[config.mk]
export PLATFORM = sky130hd
export DESIGN_NAME = stb_cmd
export DESIGN_NICKNAME = d
export VERILOG_FILES = /design/src/hw/stb_pkg.sv /design/src/hw/stb_slot.sv /design/src/hw/stb_cmd.sv
export SDC_FILE = /design/constraint.sdc
export NUM_CORES = 1
export LEC_CHECK = 0
export ABC_AREA = 0
export BUFFER_PORTS_ARGS = -buffer_cell sky130_fd_sc_hd__clkbuf_2
export CORE_ASPECT_RATIO = 1.4
export CORE_MARGIN = 1
export CORE_UTILIZATION = 53
export DETAILED_ROUTE_END_ITERATION = 7
export PLACE_DENSITY = 0.73
export SYNTH_ARGS = -nofsm -noshare
export SYNTH_HDL_FRONTEND = slang
export SYNTH_HIERARCHICAL = 1
export SYNTH_SLANG_ARGS = --single-unit
export TNS_END_PERCENT = 1
[constraint.sdc]
create_clock -name mclk -period 8 [get_ports mclk]
set_input_delay 0.8 -clock mclk [delete_from_list [all_inputs] [get_ports mclk]]
set_output_delay 0.8 -clock mclk [all_outputs]
set_load 0.005 [all_outputs]
[src/hw/stb_pkg.sv]
/*
 Constants for the triplet and block-receive command engine.
 Assumes a 100 MHz mclk and one slot generator on the line.
*/
package stb_pkg;
   localparam int CLK_MHZ = 100;
   localparam logic [7:0] CMD_TRIPLET = 8'h78;
   localparam logic [7:0] CMD_BLOCK_RX = 8'hE1;
   localparam int DIR_BIT = 7;
   localparam int BS_MSB = 5;
   localparam int BS_W = 6;
   localparam logic [5:0] SP_BASE = 6'h00;
   localparam logic [5:0] BS_ZERO = 6'h00;
   localparam logic [5:0] BS_ONE = 6'h01;
   localparam logic [1:0] TRIP_READS = 2'h2;
   localparam logic [2:0] BITS_LAST = 3'h7;
   localparam int START_MAX_NS = 1090;
   localparam int START_MAX_CYC = START_MAX_NS * CLK_MHZ / 1000;
   localparam int CNT_W = 16;
   typedef enum logic [2:0] {
      STB_IDLE, STB_PARAM_TRIP, STB_PARAM_BLK, STB_TRIP, STB_BLK
   } stb_state_type;
endpackage

[src/hw/stb_slot.sv]
/*
 One line time slot: low phase, sample instant, recovery.
 Assumes line_in is already synchronised to mclk.
*/
`timescale 1ns/1ns
module stb_slot (
   input wire logic mclk,
   input wire logic rst,
   input wire logic start,
   input wire logic wbit,
   input wire logic [stb_pkg::CNT_W-1:0] period,
   input wire logic [stb_pkg::CNT_W-1:0] low_one,
   input wire logic [stb_pkg::CNT_W-1:0] low_zero,
   input wire logic [stb_pkg::CNT_W-1:0] sample_at,
   input wire logic line_in,
   output logic drive_low,
   output logic active,
   output logic sample_pulse,
   output logic sample_bit,
   output logic done
);
   import stb_pkg::*;
   logic [CNT_W-1:0] cnt_r;
   logic active_r;
   logic wbit_r;
   logic [CNT_W-1:0] low_len;

   // Slot counter, restarted back to back
   always_ff @(posedge mclk) begin
      if (rst) begin
         cnt_r <= '0;
         active_r <= 1'b0;
         wbit_r <= 1'b1;
      end else if (start) begin
         cnt_r <= '0;
         active_r <= 1'b1;
         wbit_r <= wbit;
      end else if (active_r) begin
         if (cnt_r == period - 1'b1) begin
            active_r <= 1'b0;
         end
         cnt_r <= cnt_r + 1'b1;
      end
   end

   // Sampled line level at the sample instant
   always_ff @(posedge mclk) begin
      if (rst) begin
         sample_bit <= 1'b0;
      end else if (sample_pulse) begin
         sample_bit <= line_in;
      end
   end

   always_comb begin
      low_len = wbit_r ? low_one : low_zero;
      drive_low = active_r && (cnt_r < low_len);
      sample_pulse = active_r && (cnt_r == sample_at);
      done = active_r && (cnt_r == period - 1'b1);
      active = active_r;
   end
endmodule

[src/hw/stb_cmd.sv]
/*
 Command engine for the search triplet and the block receive.
 Assumes the I2C slave logic presents decoded command and
 parameter bytes as one-cycle pulses on mclk, and owns the
 read pointer and scratchpad storage.
*/
`timescale 1ns/1ns
module stb_cmd #(
   parameter int SLOT_STD = 7000,
   parameter int SLOT_OD = 1000,
   parameter int LOW1_STD = 600,
   parameter int LOW1_OD = 100,
   parameter int LOW0_STD = 6000,
   parameter int LOW0_OD = 750,
   parameter int SAMP_STD = 1000,
   parameter int SAMP_OD = 150
) (
   input wire logic mclk,
   input wire logic rst,
   input wire logic cmd_valid,
   input wire logic [7:0] cmd_code,
   output logic cmd_ack,
   input wire logic param_valid,
   input wire logic [7:0] param_byte,
   input wire logic overdrive_speed_select,
   input wire logic active_pullup_select,
   output logic line_busy_flag,
   output logic single_bit_result,
   output logic triplet_second_bit,
   output logic branch_dir,
   output logic rdptr_to_status,
   output logic sp_we,
   output logic [stb_pkg::BS_W-1:0] sp_addr,
   output logic [7:0] sp_wdata,
   input wire logic line_i,
   output logic line_o,
   output logic line_oe_n,
   output logic line_pullup_en
);
   import stb_pkg::*;
   stb_state_type state_r;
   logic line_s1_r;
   logic line_s2_r;
   logic dir_v_r;
   logic [1:0] slot_idx_r;
   logic [2:0] bit_idx_r;
   logic [BS_W-1:0] byte_idx_r;
   logic [BS_W-1:0] last_byte_r;
   logic [7:0] shift_r;
   logic slot_start;
   logic slot_wbit;
   logic drive_low;
   logic slot_active;
   logic sample_pulse;
   logic sample_bit;
   logic slot_done;
   logic known_code;
   logic [CNT_W-1:0] period;
   logic [CNT_W-1:0] low_one;
   logic [CNT_W-1:0] low_zero;
   logic [CNT_W-1:0] sample_at;
   logic [BS_W-1:0] bs_field;
   logic [7:0] rx_byte;

   // Line input synchroniser
   always_ff @(posedge mclk) begin
      if (rst) begin
         line_s1_r <= 1'b1;
         line_s2_r <= 1'b1;
      end else begin
         line_s1_r <= line_i;
         line_s2_r <= line_s1_r;
      end
   end

   always_comb begin
      period = overdrive_speed_select ? CNT_W'(SLOT_OD) : CNT_W'(SLOT_STD);
      low_one = overdrive_speed_select ? CNT_W'(LOW1_OD) : CNT_W'(LOW1_STD);
      low_zero = overdrive_speed_select ? CNT_W'(LOW0_OD) : CNT_W'(LOW0_STD);
      sample_at = overdrive_speed_select ? CNT_W'(SAMP_OD) : CNT_W'(SAMP_STD);
      known_code = (cmd_code == CMD_TRIPLET) || (cmd_code == CMD_BLOCK_RX);
      // Answer depends on the code and busy, never stalls the bus
      cmd_ack = cmd_valid && known_code && !line_busy_flag;
      rdptr_to_status = cmd_ack;
      bs_field = param_byte[BS_MSB:0];
      rx_byte = {sample_bit, shift_r[7:1]};
   end

   // Command sequencing; the first slot starts on the parameter byte
   always_ff @(posedge mclk) begin
      if (rst) begin
         state_r <= STB_IDLE;
      end else begin
         case (state_r)
            STB_IDLE, STB_PARAM_TRIP, STB_PARAM_BLK: begin
               if (cmd_ack) begin
                  state_r <= (cmd_code == CMD_TRIPLET) ?
                     STB_PARAM_TRIP : STB_PARAM_BLK;
               end else if (param_valid && state_r == STB_PARAM_TRIP) begin
                  state_r <= STB_TRIP;
               end else if (param_valid && state_r == STB_PARAM_BLK) begin
                  state_r <= STB_BLK;
               end else if (cmd_valid) begin
                  state_r <= STB_IDLE;
               end
            end
            STB_TRIP: begin
               if (slot_done && slot_idx_r == TRIP_READS) begin
                  state_r <= STB_IDLE;
               end
            end
            STB_BLK: begin
               if (slot_done && bit_idx_r == BITS_LAST &&
                   byte_idx_r == last_byte_r) begin
                  state_r <= STB_IDLE;
               end
            end
            default: state_r <= STB_IDLE;
         endcase
      end
   end

   // Busy flag: set at parameter, cleared with the last slot
   always_ff @(posedge mclk) begin
      if (rst) begin
         line_busy_flag <= 1'b0;
      end else if (param_valid && (state_r == STB_PARAM_TRIP ||
                                   state_r == STB_PARAM_BLK)) begin
         line_busy_flag <= 1'b1;
      end else if (slot_done && ((state_r == STB_TRIP &&
                  slot_idx_r == TRIP_READS) || (state_r == STB_BLK &&
                  bit_idx_r == BITS_LAST && byte_idx_r == last_byte_r))) begin
         line_busy_flag <= 1'b0;
      end
   end

   // Parameter capture and slot counters
   always_ff @(posedge mclk) begin
      if (rst) begin
         dir_v_r <= 1'b0;
         last_byte_r <= BS_ZERO;
         slot_idx_r <= 2'h0;
         bit_idx_r <= 3'h0;
         byte_idx_r <= SP_BASE;
      end else if (param_valid && (state_r == STB_PARAM_TRIP ||
                                   state_r == STB_PARAM_BLK)) begin
         dir_v_r <= param_byte[DIR_BIT];
         // Zero length reads one byte
         last_byte_r <= (bs_field == BS_ZERO) ? BS_ZERO : bs_field - BS_ONE;
         slot_idx_r <= 2'h0;
         bit_idx_r <= 3'h0;
         byte_idx_r <= SP_BASE;
      end else if (slot_done) begin
         slot_idx_r <= slot_idx_r + 2'h1;
         bit_idx_r <= bit_idx_r + 3'h1;
         if (bit_idx_r == BITS_LAST) begin
            byte_idx_r <= byte_idx_r + BS_ONE;
         end
      end
   end

   // Triplet result bits
   always_ff @(posedge mclk) begin
      if (rst) begin
         single_bit_result <= 1'b0;
         triplet_second_bit <= 1'b0;
         branch_dir <= 1'b0;
      end else if (state_r == STB_TRIP && sample_pulse) begin
         if (slot_idx_r == 2'h0) begin
            single_bit_result <= line_s2_r;
         end else if (slot_idx_r == 2'h1) begin
            triplet_second_bit <= line_s2_r;
            // Path choice
            if (single_bit_result != line_s2_r) begin
               branch_dir <= single_bit_result;
            end else if (single_bit_result) begin
               branch_dir <= 1'b1;
            end else begin
               branch_dir <= dir_v_r;
            end
         end
      end
   end

   // Byte assembly and scratchpad write
   always_ff @(posedge mclk) begin
      if (rst) begin
         shift_r <= 8'h00;
         sp_we <= 1'b0;
         sp_addr <= SP_BASE;
         sp_wdata <= 8'h00;
      end else begin
         sp_we <= 1'b0;
         if (state_r == STB_BLK && slot_done) begin
            shift_r <= rx_byte;
            if (bit_idx_r == BITS_LAST) begin
               sp_we <= 1'b1;
               sp_addr <= byte_idx_r;
               sp_wdata <= rx_byte;
            end
         end
      end
   end

   always_comb begin
      slot_start = 1'b0;
      slot_wbit = 1'b1;
      if (param_valid && (state_r == STB_PARAM_TRIP ||
                          state_r == STB_PARAM_BLK)) begin
         slot_start = 1'b1;
      end else if (slot_done && state_r == STB_TRIP &&
                   slot_idx_r != TRIP_READS) begin
         slot_start = 1'b1;
         slot_wbit = (slot_idx_r == 2'h1) ? branch_next() : 1'b1;
      end else if (slot_done && state_r == STB_BLK &&
                   !(bit_idx_r == BITS_LAST &&
                     byte_idx_r == last_byte_r)) begin
         slot_start = 1'b1;
      end
   end

   // Write bit for the third triplet slot, from the fresh results
   function automatic logic branch_next();
      return branch_dir;
   endfunction

   stb_slot u_slot (
      .mclk(mclk),
      .rst(rst),
      .start(slot_start),
      .wbit(slot_wbit),
      .period(period),
      .low_one(low_one),
      .low_zero(low_zero),
      .sample_at(sample_at),
      .line_in(line_s2_r),
      .drive_low(drive_low),
      .active(slot_active),
      .sample_pulse(sample_pulse),
      .sample_bit(sample_bit),
      .done(slot_done)
   );

   always_comb begin
      line_o = 1'b0;
      line_oe_n = !drive_low;
      line_pullup_en = active_pullup_select && slot_active && !drive_low;
   end
endmodule

==> Implementation_results.wiki <==
{| class="wikitable"
! Metric !! Value
|-
| Number of buffers inserted to repair setup after CTS || 0
|-
| Port bufs || 44
|-
| Reg power frac || 0.484
|-
| Hold Buf Count CTS || 0
|-
| Ant diodes || 0
|-
| Nets || between 600 and 700
|-
| Row Count || 38
|-
| Share of the clock period used by the worst path after layout || 0.5165
|-
| Final Hold Violating Endpoints || 0
|-
| Worst-case headroom to the max-slew limit || 0.3378
|-
| Cell family with the largest share of critical-path delay || compound AO/OA/AOI/OAI gates
|-
| Clk sink count || 68
|-
| Clock skew || roughly 0.0054 ns
|-
| Timing-limited maximum frequency || 242.0 MHz
|-
| Clock latency reported for the late side of the worst-skew pair || between 0.3 and 0.4 ns
|-
| Final non-filler cell area || around 5000 um^2
|-
| Vias after detailed routing || between 3000 and 4000
|-
| DPL Wire Length || ~6.6 mm
|-
| Number of flops mapped to enable cells by yosys || 0
|-
| Number of H-tree branching levels || 3
|-
| Post-synthesis instance total || about 510
|-
| Proportion of layout cells with a drive suffix above 1 || 0.1356
|-
| P_leak || between 2 and 2.5 nW
|-
| Total global routing track utilization || 0.2210
|-
| Status || complete, no violations
|-
| Startpoint of the most critical hold path || line_s1_r
|-
| Initial cell density of the core || 0.5560
|-
| Power spent charging and discharging nets || around 0.16 mW
|-
| Unrepaired setup endpoints after global routing || false
|-
| Number of antenna violations at the first check in global routing || 0
|-
| Routed length per instance || around 12 um
|-
| Vias per inst || ~5.2
|-
| Total Routed Length || 8.817 mm
|-
| Worst Hold Path Cells || 1
|-
| Worst slew pin tran || 0.9919 ns
|-
| I/O pin count || 47
|-
| Slowest CP cell || buf_4
|-
| Pin count of the biggest net entering global routing || 40
|-
| Detailed Route Iter0 Violations || ~110
|-
| Max-cap viol count || 0
|-
| Number of buffers on the longest clock path || 2
|-
| Chip height || about 110 um
|-
| Worst Reg-to-Reg Cells || 10
|-
| Critical-path maximum fanout || 27
|-
| Mapped Avg Cell Area || between 8 and 9 um^2
|-
| Number of DRC violations after detailed routing || 0
|-
| Wire length of the first global-routing pass || 15.06 mm
|-
| Proportion of netlist area held by the largest area contributor || 0.3121
|-
| Type of origin of the critical path || primary input
|-
| Register area share after synthesis || 0.3121
|-
| R2r startpoint || u_slot/cnt_r[5]
|-
| DIE AREA || approximately 8600 um^2
|-
| Worst vdd rail ir drop || 0.0001578 V
|-
| Number of warnings issued by yosys || 6
|-
| Clock root buffer || clkbuf_8
|-
| Final count of negative-setup-slack endpoints || 0
|-
| Aggregate global routing overflow || 0
|-
| Worst-case hold slack || about 0.42 ns
|-
| Horizontal die dimension || between 70 and 80 um
|-
| Combinational Power Share || 0.081
|-
| Clock network power share || 0.435
|-
| Worst setup path category || primary input to output port
|-
| Total design power || ~0.7 mW
|-
| Proportion of register bits with asynchronous set or reset after synthesis || 0
|-
| Crit. End Element || output port
|-
| Worst Path Required || a little over 7 ns
|-
| Arrival time worst endpoint || 3.33 ns
|-
| Cell area after placement || 4812 um^2
|-
| Drt pass-1 iters || 4
|-
| Final Max Slew Viols || 0
|-
| Final ANT Viol Nets || 0
|-
| Cell taking the most area after synthesis || dfxtp_1
|-
| Internal power || roughly 0.54 mW
|-
| TritonCTS Buffers || 9
|-
| Crit path time final || 4.132 ns
|-
| Resize count post-CTS || 0
|-
| Reg2reg setup slack || about 4.6 ns
|-
| GP Congestion || a little over 0.8
|-
| Cell area after synthesis || around 4400 um^2
|-
| Post-synthesis register bit count || just under 70
|-
| Worst reg2reg endpoint || line_busy_flag
|-
| Summed negative setup slack over all endpoints || 0 ns
|-
| Post-synth cell types || between 70 and 80
|-
| Clock-pin slew of the registers on the worst-case setup and hold paths || approximately 0.070 ns
|-
| Worst-path cell chain || clkbuf_2 > inv_1 > buf_4 > mux2i_1 > ha_1 > a21o_1 > a21o_1 > a221oi_1 > o21ai_0 > a21oi_1 > inv_1 > and3_1 > clkbuf_2
|-
| Switching power as a share of total power || 0.2348
|-
| CTS tree || done
|-
| Class of the tightest hold or removal check || flip-flop to flip-flop
|-
| Number of global-route vias before repair || approximately 3400
|-
| Worst hold path endpoint || line_s2_r
|-
| Slowest Stage Delay on Critical Path || about 0.33 ns
|-
| Count of buffer and inverter cells on the critical path || 5
|-
| PD cells || about 140 nW/um^2
|-
| Cells taking the most area after synthesis || dfxtp_1 (31%), ha_1 (7.2%), xnor2_1 (6.4%)
|-
| Layout overhead on the synthesized area || 15.29%
|-
| CORE AREA || around 7800 um^2
|-
| Primary FF master, synth || dfxtp_1
|}
metrics by stage:
step                      cells    util  setup slack, ns
after floorplan             580       -            4.290
after global placement      696  0.6134            3.563
after detailed placement    696  0.6134            3.556
after CTS                   712  0.6410            3.854
after global routing        712  0.6410            3.575
final                       712  0.6410            3.868
layout by cell type (no fill, tap or decap), drive strengths merged, types with 12 or more instances in the layout:
master / instances
a21oi: 33
clkbuf: 54
conb: 69
dfxtp: 68
ha: 25
inv: 16
mux2i: 25
nand2: 69
nand4: 19
nor2: 38
o21ai: 12
xnor2: 32
xor2: 29
layout make-up:
cell class,instances,area [um^2]
multi-input cells,467,3038
fillers,721,2816
flip-flops and latches,68,1361
repair buffers,45,227.7
clock buffers,10,127.6
well taps,100,125.1
clock inverters,6,88.84
inverters,16,60.06
metal layers:
| metal | share of wire | wire length, um | vias to the layer above | global-route usage |
|---|---|---|---|---|
| met2 | 0.54 | 4781 | 42 | 0.4248 |
| met1 | 0.42 | 3728 | 1746 | 0.2361 |
| met5 | 0 | 0 | - | 0 |
| met4 | 0.013 | 115 | 0 | 0.08466 |
| li1 | - | - | 1924 | - |
| met3 | 0.022 | 192 | 11 | 0.03900 |
how the worst max path moves through the flow:
stage | depth (start not counted) | from | end | slack, ns
after floorplan | 14 | overdrive_speed_select | u_slot/cnt_r[11] | 4.29
after global placement | 13 | overdrive_speed_select | line_busy_flag | 3.56
after detailed placement | 13 | overdrive_speed_select | line_busy_flag | 3.56
after CTS | 13 | overdrive_speed_select | line_pullup_en | 3.85
after global routing | 13 | overdrive_speed_select | u_slot/cnt_r[7] | 3.58
final | 13 | overdrive_speed_select | line_pullup_en | 3.87
power groups by stage:
stage / clock [mW] / combinational (mW) / sequential, mW
floorplan: 0 / 0.0440 / 0.347
global placement: 0 / 0.0538 / 0.347
detailed placement: 0 / 0.0553 / 0.347
CTS: 0.311 / 0.0555 / 0.339
global route: 0.329 / 0.0654 / 0.339
finish: 0.305 / 0.0570 / 0.339
Yosys cell counts, types with 2 or more instances:
cell type	instances
nand2_1	69
dfxtp_1	68
nor2_1	38
a21oi_1	33
xnor2_1	32
xor2_1	29
ha_1	25
mux2i_1	25
nand4_1	19
clkbuf_1	16
inv_1	16
nor3_1	11
o21ai_0	11
nand3_1	7
buf_2	6
nor4_1	6
o2bb2ai_1	6
or3_1	6
a211oi_1	5
a21o_1	5
and3_1	5
or2_2	5
and2_1	4
a31oi_1	3
buf_4	3
buf_6	3
o211ai_1	3
a221oi_1	2
a311o_1	2
and2b_2	2
conb_1	2
nand3b_1	2
nor2b_1	2
nor3b_1	2
nor3b_2	2
nor4_4	2
o22ai_1	2
kinds of logic (layout without fill, tap and decap cells):
| logic type | count (synthesis) | in the layout | share of synthesized area |
|---|---|---|---|
| compound gates | 87 | 87 | 0.1397 |
| xor+xnor | 61 | 61 | 0.1225 |
| fa+ha+maj | 26 | 26 | 0.07401 |
| buf+inv | 45 | 77 | 0.04905 |
| flops | 68 | 68 | 0.3121 |
| mux | 25 | 25 | 0.05737 |
| other cells | 2 | 69 | 0.001722 |
| simple gates | 199 | 199 | 0.2435 |
registers in the layout, indices dropped and copies added (netlist names), 2 cells and up:
register      count
u_slot/cnt_r     16
sp_addr           6
state_r           3
last_byte_r       6
sp_wdata          8
bit_idx_r         3
slot_idx_r        2
shift_r           7
byte_idx_r        6
No activity file was read; power rests on OpenSTA's default activity.
